### src/pkg/ssr_pkg.sv
// constants for the safety state reporter
package ssr_pkg;
   // register byte offsets on the wishbone bus
   localparam logic [4:0] OFS_STATE = 5'h00;
   localparam logic [4:0] OFS_SUB = 5'h04;
   localparam logic [4:0] OFS_ERRC = 5'h08;
   localparam logic [4:0] OFS_ERRD = 5'h0c;
   localparam logic [4:0] OFS_CTRL = 5'h10;
   localparam logic [4:0] OFS_CMD = 5'h14;
   localparam logic [4:0] OFS_DLY = 5'h18;
   // field positions
   localparam int CTRL_EXT_BIT = 0;
   localparam int CTRL_ACK_BIT = 1;
   localparam int CMD_LSB = 0;
   localparam int PBITS_LSB = 8;
   // reset values
   localparam logic [23:0] DLY_RST = 24'h000000;
   localparam logic CTRL_EXT_RST = 1'b0;
   // operating state codes
   localparam logic [3:0] ST_RUN = 4'h0;
   localparam logic [3:0] ST_INIT = 4'h1;
   localparam logic [3:0] ST_BASIC = 4'h2;
   localparam logic [3:0] ST_PARAM = 4'h3;
   localparam logic [3:0] ST_RELOAD = 4'h4;
   localparam logic [3:0] ST_MODCHG = 4'h5;
   localparam logic [3:0] ST_ERROR = 4'h6;
   localparam logic [3:0] ST_SAFEFN = 4'h7;
   localparam logic [3:0] ST_ENCFAIL = 4'h8;
   // last sub-status step of init and basic
   localparam logic [7:0] INIT_LAST = 8'h08;
   localparam logic [7:0] BASIC_LAST = 8'h0d;
   // software commands
   localparam logic [2:0] CMD_PARAM = 3'h1;
   localparam logic [2:0] CMD_RELOAD = 3'h2;
   localparam logic [2:0] CMD_MODCHG = 3'h3;
   localparam logic [2:0] CMD_RESUME = 3'h4;
   // codes for errors found outside the internal checks
   localparam logic [7:0] ERR_FIELDBUS = 8'h31;
   localparam logic [7:0] ERR_PER_SHORT = 8'h32;
   localparam logic [7:0] ERR_PER_CROSS = 8'h33;
   // encoder standstill time
   localparam int CLK_HZ = 25000000;
   localparam longint ENC_IDLE_HOURS = 12;
   localparam longint ENC_IDLE_CYC = ENC_IDLE_HOURS * 64'd3600 * CLK_HZ;
endpackage

### src/logic/ssr_sync2.sv
// two flip-flop synchroniser for a group of pin levels
`timescale 1ns/100ps
module ssr_sync2 #(
   parameter int W = 1
) (
   // clock and reset
   input wire logic clk_i,
   input wire logic rst_i,
   // asynchronous levels in, synchronised levels out
   input wire logic [W-1:0] d_i,
   output logic [W-1:0] q_o
);
   // first stage, read only by the second stage
   logic [W-1:0] meta;

   // two stages to let metastability settle
   always_ff @(posedge clk_i)
   begin
      if (rst_i)
      begin
         meta <= '0;
         q_o <= '0;
      end
      else
      begin
         meta <= d_i;
         q_o <= meta;
      end
   end
endmodule // ssr_sync2

### src/logic/ssr_top.sv
// safety state reporter: operating state, sub-status, error capture, torque off
//
// Chosen here: the Wishbone interface to the registers and the address map.
`timescale 1ns/100ps
module ssr_top #(
   parameter longint ENC_IDLE = ssr_pkg::ENC_IDLE_CYC
) (
   // clock and reset
   input wire logic clk_i,
   input wire logic rst_i,
   // classic wishbone slave
   input wire logic wb_cyc_i,
   input wire logic wb_stb_i,
   input wire logic wb_we_i,
   input wire logic [4:0] wb_adr_i,
   input wire logic [3:0] wb_sel_i,
   input wire logic [31:0] wb_dat_i,
   output logic [31:0] wb_dat_o,
   output logic wb_ack_o,
   // sequencer, internal error and fieldbus fault reports, same clock
   input wire logic step_done_i,
   input wire logic int_err_i,
   input wire logic int_err_crit_i,
   input wire logic [7:0] int_err_code_i,
   input wire logic [15:0] int_err_detail_i,
   input wire logic fb_fault_i,
   // pins from outside the clock domain
   input wire logic [1:0] lim_ax_i,
   input wire logic per_short_i,
   input wire logic per_cross_i,
   input wire logic enc_move_i,
   // torque off and red indicator
   output logic sto_o,
   output logic led_err_o
);
   // one-hot sequence states
   typedef enum logic [8:0] {
      SSR_RUN = 9'h001,
      SSR_INIT = 9'h002,
      SSR_BASIC = 9'h004,
      SSR_PARAM = 9'h008,
      SSR_RELOAD = 9'h010,
      SSR_MODCHG = 9'h020,
      SSR_ERROR = 9'h040,
      SSR_SAFEFN = 9'h080,
      SSR_ENCFAIL = 9'h100
   } ssr_state_e;

   ssr_state_e st; // current state
   ssr_state_e next_st; // state after this edge
   logic [7:0] sub; // sub-status or bit field
   logic [7:0] next_sub;
   logic [7:0] err_code; // latched error code
   logic [15:0] err_det; // latched error detail
   logic ext_sw; // extended software enabled
   logic [23:0] dly; // reaction delay in cycles
   logic [23:0] dly_cnt; // reaction delay countdown
   logic dly_pend; // torque still held during delay
   logic [39:0] enc_cnt; // encoder standstill cycles
   logic enc_prev; // last encoder level
   logic [3:0] pins_s; // synchronised pin levels

   // pin synchronisers
   ssr_sync2 #(.W(4)) u_sync (
      .clk_i(clk_i),
      .rst_i(rst_i),
      .d_i({enc_move_i, per_cross_i, per_short_i, lim_ax_i[1]}),
      .q_o(pins_s)
   );

   // lim bit 0 is synchronised on its own instance
   logic lim0_s;
   ssr_sync2 #(.W(1)) u_sync_l0 (
      .clk_i(clk_i),
      .rst_i(rst_i),
      .d_i(lim_ax_i[0]),
      .q_o(lim0_s)
   );

   wire [1:0] lim_s = {pins_s[0], lim0_s};
   wire short_s = pins_s[1];
   wire cross_s = pins_s[2];
   wire enc_s = pins_s[3];

   // bus decode
   wire bus_req = wb_cyc_i & wb_stb_i & ~wb_ack_o;
   wire bus_wr = bus_req & wb_we_i;
   wire wr_ctrl = bus_wr & (wb_adr_i == ssr_pkg::OFS_CTRL) & wb_sel_i[0];
   wire wr_cmd = bus_wr & (wb_adr_i == ssr_pkg::OFS_CMD) & wb_sel_i[0];
   wire wr_dly = bus_wr & (wb_adr_i == ssr_pkg::OFS_DLY);
   wire [2:0] cmd = wb_dat_i[ssr_pkg::CMD_LSB +: 3];
   wire [3:0] pbits = wb_dat_i[ssr_pkg::PBITS_LSB +: 4];
   // acknowledge only counts in the encoder failure state
   wire enc_ack = wr_ctrl & wb_dat_i[ssr_pkg::CTRL_ACK_BIT];

   // error sources; periphery faults come from the cable diagnostics
   wire per_err = short_s | cross_s;
   wire err_any = int_err_i | fb_fault_i | per_err;
   // external faults are treated as system-critical: no delay
   wire err_crit = ~int_err_i | int_err_crit_i;
   wire [7:0] err_sel_code = int_err_i ? int_err_code_i :
                             fb_fault_i ? ssr_pkg::ERR_FIELDBUS :
                             short_s ? ssr_pkg::ERR_PER_SHORT :
                             ssr_pkg::ERR_PER_CROSS;
   wire [15:0] err_sel_det = int_err_i ? int_err_detail_i : 16'h0000;
   wire err_new = err_any & (st != SSR_ERROR);
   wire enc_edge = enc_s ^ enc_prev;
   wire enc_idle = (enc_cnt >= ENC_IDLE[39:0]);

   // state code shown to the host
   logic [3:0] code;
   always_comb
   begin
      unique case (st)
         SSR_RUN: code = ssr_pkg::ST_RUN;
         SSR_INIT: code = ssr_pkg::ST_INIT;
         SSR_BASIC: code = ssr_pkg::ST_BASIC;
         SSR_PARAM: code = ssr_pkg::ST_PARAM;
         SSR_RELOAD: code = ssr_pkg::ST_RELOAD;
         SSR_MODCHG: code = ssr_pkg::ST_MODCHG;
         SSR_ERROR: code = ssr_pkg::ST_ERROR;
         SSR_SAFEFN: code = ssr_pkg::ST_SAFEFN;
         SSR_ENCFAIL: code = ssr_pkg::ST_ENCFAIL;
         default: code = ssr_pkg::ST_ERROR;
      endcase
   end

   // sequencing: error beats everything, commands only from stable states
   always_comb
   begin
      next_st = st;
      next_sub = sub;
      if (err_new)
      begin
         next_st = SSR_ERROR;
         next_sub = 8'h00;
      end
      else
      begin
         unique case (st)
            SSR_INIT:
            begin
               // steps 0..8, then basic start-up
               if (step_done_i && sub == ssr_pkg::INIT_LAST)
               begin
                  next_st = SSR_BASIC;
                  next_sub = 8'h00;
               end
               else if (step_done_i)
                  next_sub = sub + 8'h01;
            end
            SSR_BASIC:
            begin
               // steps 0..8, waits 9..12, parameter check 13
               if (step_done_i && sub == ssr_pkg::BASIC_LAST)
               begin
                  next_st = SSR_RUN;
                  next_sub = 8'h00;
               end
               else if (step_done_i)
                  next_sub = sub + 8'h01;
            end
            SSR_RUN:
            begin
               if (|lim_s)
               begin
                  next_st = SSR_SAFEFN;
                  next_sub = {6'h00, lim_s};
               end
               else if (ext_sw && enc_idle)
                  next_st = SSR_ENCFAIL;
               else if (wr_cmd && cmd == ssr_pkg::CMD_PARAM)
               begin
                  next_st = SSR_PARAM;
                  next_sub = {4'h0, pbits};
               end
               else if (wr_cmd && cmd == ssr_pkg::CMD_RELOAD)
                  next_st = SSR_RELOAD;
               else if (wr_cmd && cmd == ssr_pkg::CMD_MODCHG)
                  next_st = SSR_MODCHG;
            end
            SSR_PARAM, SSR_RELOAD, SSR_MODCHG:
            begin
               // a new param command updates the bit field in place
               if (wr_cmd && cmd == ssr_pkg::CMD_PARAM && st == SSR_PARAM)
                  next_sub = {4'h0, pbits};
               else if (wr_cmd && cmd == ssr_pkg::CMD_RESUME)
               begin
                  next_st = SSR_INIT;
                  next_sub = 8'h00;
               end
            end
            SSR_SAFEFN:
            begin
               // axis bits follow the limit inputs until both clear
               next_sub = {6'h00, lim_s};
               if (lim_s == 2'b00)
                  next_st = SSR_RUN;
            end
            SSR_ENCFAIL:
            begin
               if (enc_ack)
                  next_st = SSR_RUN;
            end
            SSR_ERROR:
            begin
               // fail-safe: only a reset leaves the error state
               next_st = SSR_ERROR;
            end
            default:
            begin
               next_st = SSR_ERROR;
               next_sub = 8'h00;
            end
         endcase
      end
   end

   // state and sub-status registers
   always_ff @(posedge clk_i)
   begin
      if (rst_i)
      begin
         st <= SSR_INIT;
         sub <= 8'h00;
      end
      else
      begin
         st <= next_st;
         sub <= next_sub;
      end
   end

   // first error is latched; later ones do not overwrite it
   always_ff @(posedge clk_i)
   begin
      if (rst_i)
      begin
         err_code <= 8'h00;
         err_det <= 16'h0000;
      end
      else if (err_new)
      begin
         err_code <= err_sel_code;
         err_det <= err_sel_det;
      end
   end

   // reaction delay: only for non-critical errors hitting a running drive
   always_ff @(posedge clk_i)
   begin
      if (rst_i)
      begin
         dly_cnt <= 24'h000000;
         dly_pend <= 1'b0;
      end
      else if (err_new)
      begin
         dly_cnt <= dly;
         dly_pend <= (st == SSR_RUN) & ~err_crit & (dly != 24'h000000);
      end
      else if (dly_pend)
      begin
         dly_cnt <= dly_cnt - 24'h000001;
         dly_pend <= (dly_cnt != 24'h000001);
      end
   end

   // pending flag as it will stand after this edge
   logic dly_pend_next;
   assign dly_pend_next = err_new ? ((st == SSR_RUN) & ~err_crit & (dly != 24'h000000)) :
                          (dly_pend & (dly_cnt != 24'h000001));

   // torque only while running or during a pending reaction delay
   always_ff @(posedge clk_i)
   begin
      if (rst_i)
      begin
         sto_o <= 1'b1;
         led_err_o <= 1'b0;
      end
      else
      begin
         sto_o <= ~(next_st == SSR_RUN) & ~(next_st == SSR_ERROR & dly_pend_next);
         led_err_o <= (next_st == SSR_ERROR);
      end
   end

   // encoder standstill counter; saturates so it cannot wrap
   always_ff @(posedge clk_i)
   begin
      if (rst_i)
      begin
         enc_cnt <= 40'h0000000000;
         enc_prev <= 1'b0;
      end
      else
      begin
         enc_prev <= enc_s;
         if (enc_edge || st != SSR_RUN || !ext_sw)
            enc_cnt <= 40'h0000000000;
         else if (!enc_idle)
            enc_cnt <= enc_cnt + 40'h0000000001;
      end
   end

   // software registers
   always_ff @(posedge clk_i)
   begin
      if (rst_i)
      begin
         ext_sw <= ssr_pkg::CTRL_EXT_RST;
         dly <= ssr_pkg::DLY_RST;
      end
      else
      begin
         if (wr_ctrl)
            ext_sw <= wb_dat_i[ssr_pkg::CTRL_EXT_BIT];
         if (wr_dly)
            dly <= wb_dat_i[23:0];
      end
   end

   // read mux; unmapped offsets read zero
   logic [31:0] rd;
   always_comb
   begin
      unique case (wb_adr_i)
         ssr_pkg::OFS_STATE: rd = {28'h0000000, code};
         ssr_pkg::OFS_SUB: rd = {24'h000000, sub};
         ssr_pkg::OFS_ERRC: rd = {24'h000000, err_code};
         ssr_pkg::OFS_ERRD: rd = {16'h0000, err_det};
         ssr_pkg::OFS_CTRL: rd = {31'h00000000, ext_sw};
         ssr_pkg::OFS_DLY: rd = {8'h00, dly};
         default: rd = 32'h00000000;
      endcase
   end

   // one wait state: ack one cycle after the request, dropped next cycle
   always_ff @(posedge clk_i)
   begin
      if (rst_i)
      begin
         wb_ack_o <= 1'b0;
         wb_dat_o <= 32'h00000000;
      end
      else
      begin
         wb_ack_o <= bus_req;
         wb_dat_o <= bus_req ? rd : 32'h00000000;
      end
   end
endmodule // ssr_top

### config.mk
export PLATFORM = sky130hd
export DESIGN_NAME = ssr_top
export DESIGN_NICKNAME = d
export VERILOG_FILES = /design/src/pkg/ssr_pkg.sv /design/src/logic/ssr_sync2.sv /design/src/logic/ssr_top.sv
export SDC_FILE = /design/constraint.sdc
export NUM_CORES = 1
export LEC_CHECK = 0
export BUFFER_PORTS_ARGS = -buffer_cell sky130_fd_sc_hd__buf_2
export CAP_MARGIN = 20
export CORE_UTILIZATION = 62
export DETAILED_ROUTE_END_ITERATION = 10
export PLACE_DENSITY = 0.86
export SETUP_SLACK_MARGIN = 0.05
export SYNTH_ARGS = -nofsm -noshare
export SYNTH_HDL_FRONTEND = slang
export SYNTH_SLANG_ARGS = --single-unit
### constraint.sdc
create_clock -name clk_i -period 3.8 [get_ports clk_i]
set_input_delay 0.76 -clock clk_i [delete_from_list [all_inputs] [get_ports clk_i]]
set_output_delay 0.76 -clock clk_i [all_outputs]
set_load 0.02 [all_outputs]
==> run metrics <==
WP data required 4.09 ns; relative slew slack 0.432; Post-synth EDFFs 0; PnR Total Power 3.76 mW; vias after detailed routing 6977; CTS tree built; via density per instance 6.07; gr usage total 0.312; routed wire length 19400 µm; Multi-input gate area 4070 µm²; Cells after DPL 1118; Yosys warnings 0; share of cells above drive strength 1 0.166; final non-filler cell total 1149; clk buf depth 2; Int Pwr 2.85 mW; Mapped Avg Cell Area 8.64 µm²; H-tree lvl count 4; Layout area overhead 14.2%; IO buf count 94; worst reg2reg path endpoint sub[0]; clock-pin transition on the worst setup and hold timing paths 0.07 ns; total of max-cap violations 0; RSZ-0062 raised after global routing no; row count 40; Layout Cell Area excl Fill 8840 µm²; asr flop ratio synth 0; PD cells 426 nW/µm²; Fin. Hold Viols 0; Initial DRC Count 639; min-delay src u_sync.meta[0]; area leader, netlist dfxtp_1; worst slew pin tran 0.845 ns; main area contributors after synthesis dfxtp_1 (44%), nor2_1 (5.5%), xnor2_1 (4.5%), nand2_1 (4.5%), a21oi_1 (3.2%); die area 12900 µm²; Clock Skews 0.0117 ns; Final HPWL DP 13300 µm; NetSw 911 µW; clock share of power 0.443; worst r2r path cells 6; Post-DP Area 8270 µm²; # IOs 114; drt first pass iters 7; Die Wd 114 µm; # setup viols final 0; Logic pwr share 0.066; Cells after Synth 896; post-route ant nets 0; initial antenna violation count 0; Reg-to-Reg Start st[5]; crit path launch type primary input; Overflow after GRT 0; Netlist Area Pre-Place 7740 µm²; fillers 921; setup_tns 0 ns; CP Max Fanout 12; Root Buffer clkbuf_16; Leakage 3.28 nW; GR Util met3 0.0776; postcts setup bufs 0; post-synth cell types 64; crit path capture type flop; DRC violations left 0; Final Util 0.730; number of hold buffers added after cts 0; GR Util met1 0.399; Reg area 3380 µm²; Switching Share 0.242; Nets 1055; flop2flop setup slack 1.03 ns; post-cts resize count 0; first-pass GRT wire length 31700 µm; share of power burned in registers 0.491; M2 GR Usage 0.499; Initial Util 0.639; Worst-Skew Late Latency 0.43 ns; outcome finished clean; fmax 0.330 GHz; busiest grt layer met2; Final period util 0.798; Final Max Slew Viols 0; Post-synth top flop dfxtp_1; Crit Path Category primary input to flop; register bit total from synthesis 169; sequential area share after synthesis 0.437; fin crit period 3.03 ns; die height 114 µm; ANT cells 0; largest net degree at the start of global routing 52; routability congestion estimate from global placement 0.948; area fraction of the dominant cell type after synthesis 0.437; clk sinks 169; wire per inst 16.8 µm; worst hold endpoint u_sync.q_o[0]; peak supply drop 0.000344 V; core area 12100 µm²; Worst EP arrival 3.32 ns; Hold/Removal Path Class flop to flop; vias in the first global route 6555; total CTS buffers 17; WHS Path Cells 1
==> logic make-up after synthesis <==
kind of cell               synth area share
and+or+nand+nor                       0.275
AOI/OAI and AO/OA                     0.150
muxes                                0.0142
buffers and inverters                0.0406
xor gates and xnor gates             0.0713
DFF                                   0.437
other                              0.000485
adders and majority gates            0.0113
==> worst max-delay path: stages <==
cell and delay (ns):
buf_2 0.13, nor4b_1 0.73, nand4_1 0.29, a21boi_0 0.24, o21ai_0 0.11, nand3_1 0.37, a2111oi_0 0.56, a211oi_1 0.12
==> flip-flops by register name, indices dropped and copies added, names as in the netlist <==
name,cells
dly,24
dly_cnt,24
dly_pend,1
enc_cnt,40
enc_prev,1
err_code,8
err_det,16
ext_sw,1
led_err_o,1
st,9
sto_o,1
sub,8
u_sync.meta,4
u_sync.q_o,4
u_sync_l0.meta,1
u_sync_l0.q_o,1
wb_ack_o,1
wb_dat_o,24
==> stage by stage <==
stage	hold WS, ns	worst slack (ns)
2_1_floorplan	0.414	1.28
3_3_place_gp	0.417	0.744
3_5_place_dp	0.433	0.683
4_1_cts	0.449	0.955
5_1_grt	0.461	0.529
6_report	0.446	0.769
==> power by group through the flow <==
stage               clock, mW  sequential (mW)  combinational [mW]
floorplan                   0             1.88               0.171
global placement            0             1.88               0.239
detailed placement          0             1.88               0.244
CTS                      1.68             1.85               0.246
global route             1.75             1.85               0.274
finish                   1.67             1.85               0.250
==> worst max-delay path by stage <==
stage	from	to	slack (ns)
after floorplan	step_done_i	sub[0]	1.28
after global placement	wb_adr_i[1]	sub[0]	0.74
after detailed placement	wb_adr_i[1]	sub[0]	0.68
after CTS	wb_adr_i[1]	sub[0]	0.96
after global routing	wb_adr_i[1]	sub[0]	0.53
final	wb_adr_i[1]	sub[0]	0.77
==> cell type report <==
| class | count | share of cell area |
|---|---|---|
| Timing Repair Buffer | 103 | 0.0609 |
| Tap cell | 168 | 0.0238 |
| Multi-Input combinational cell | 661 | 0.461 |
| Clock buffer | 19 | 0.0512 |
| Sequential cell | 169 | 0.383 |
| Inverter | 17 | 0.00722 |
| Clock inverter | 12 | 0.0132 |
==> synth_stat cells (8+ instances only) <==
cell,number
o21ai_0,19
nor3_1,23
and3_1,24
nand2_1,93
or3_1,9
a211oi_1,25
inv_1,17
xnor2_1,40
nor2_1,114
xor2_1,23
a22o_1,22
a21oi_1,49
a22oi_1,11
nand4_1,19
buf_4,8
and2_1,8
dfxtp_1,169
mux2_2,8
nand3_1,23
clkbuf_1,38
buf_2,8
nor2b_1,17
nor4_1,22
==> cells in the final DEF, fill, tap and decap left out, drive strengths merged, types with 8 or more instances in the layout <==
| cell type | synthesis | final |
|---|---|---|
| buf | 18 | 103 |
| nand3 | 23 | 23 |
| and2 | 8 | 8 |
| nand4 | 20 | 20 |
| nand2 | 95 | 95 |
| clkbuf | 38 | 19 |
| dfxtp | 169 | 169 |
| nor2b | 17 | 17 |
| or3 | 9 | 9 |
| nor2 | 114 | 114 |
| a22oi | 11 | 11 |
| a211oi | 26 | 26 |
| inv | 17 | 21 |
| conb | 1 | 8 |
| xor2 | 23 | 23 |
| nor4 | 26 | 26 |
| nor3 | 27 | 27 |
| a22o | 22 | 22 |
| a21oi | 49 | 49 |
| o21ai | 19 | 19 |
| and3 | 24 | 24 |
| xnor2 | 40 | 40 |
| mux2 | 8 | 8 |
==> routing by layer <==
layer	share of wire	wire (µm)
met1	0.44	8580
met2	0.46	8930
met3	0.068	1320
met4	0.027	530
met5	0	0
Note: power is estimated with default switching activity, not from simulation.
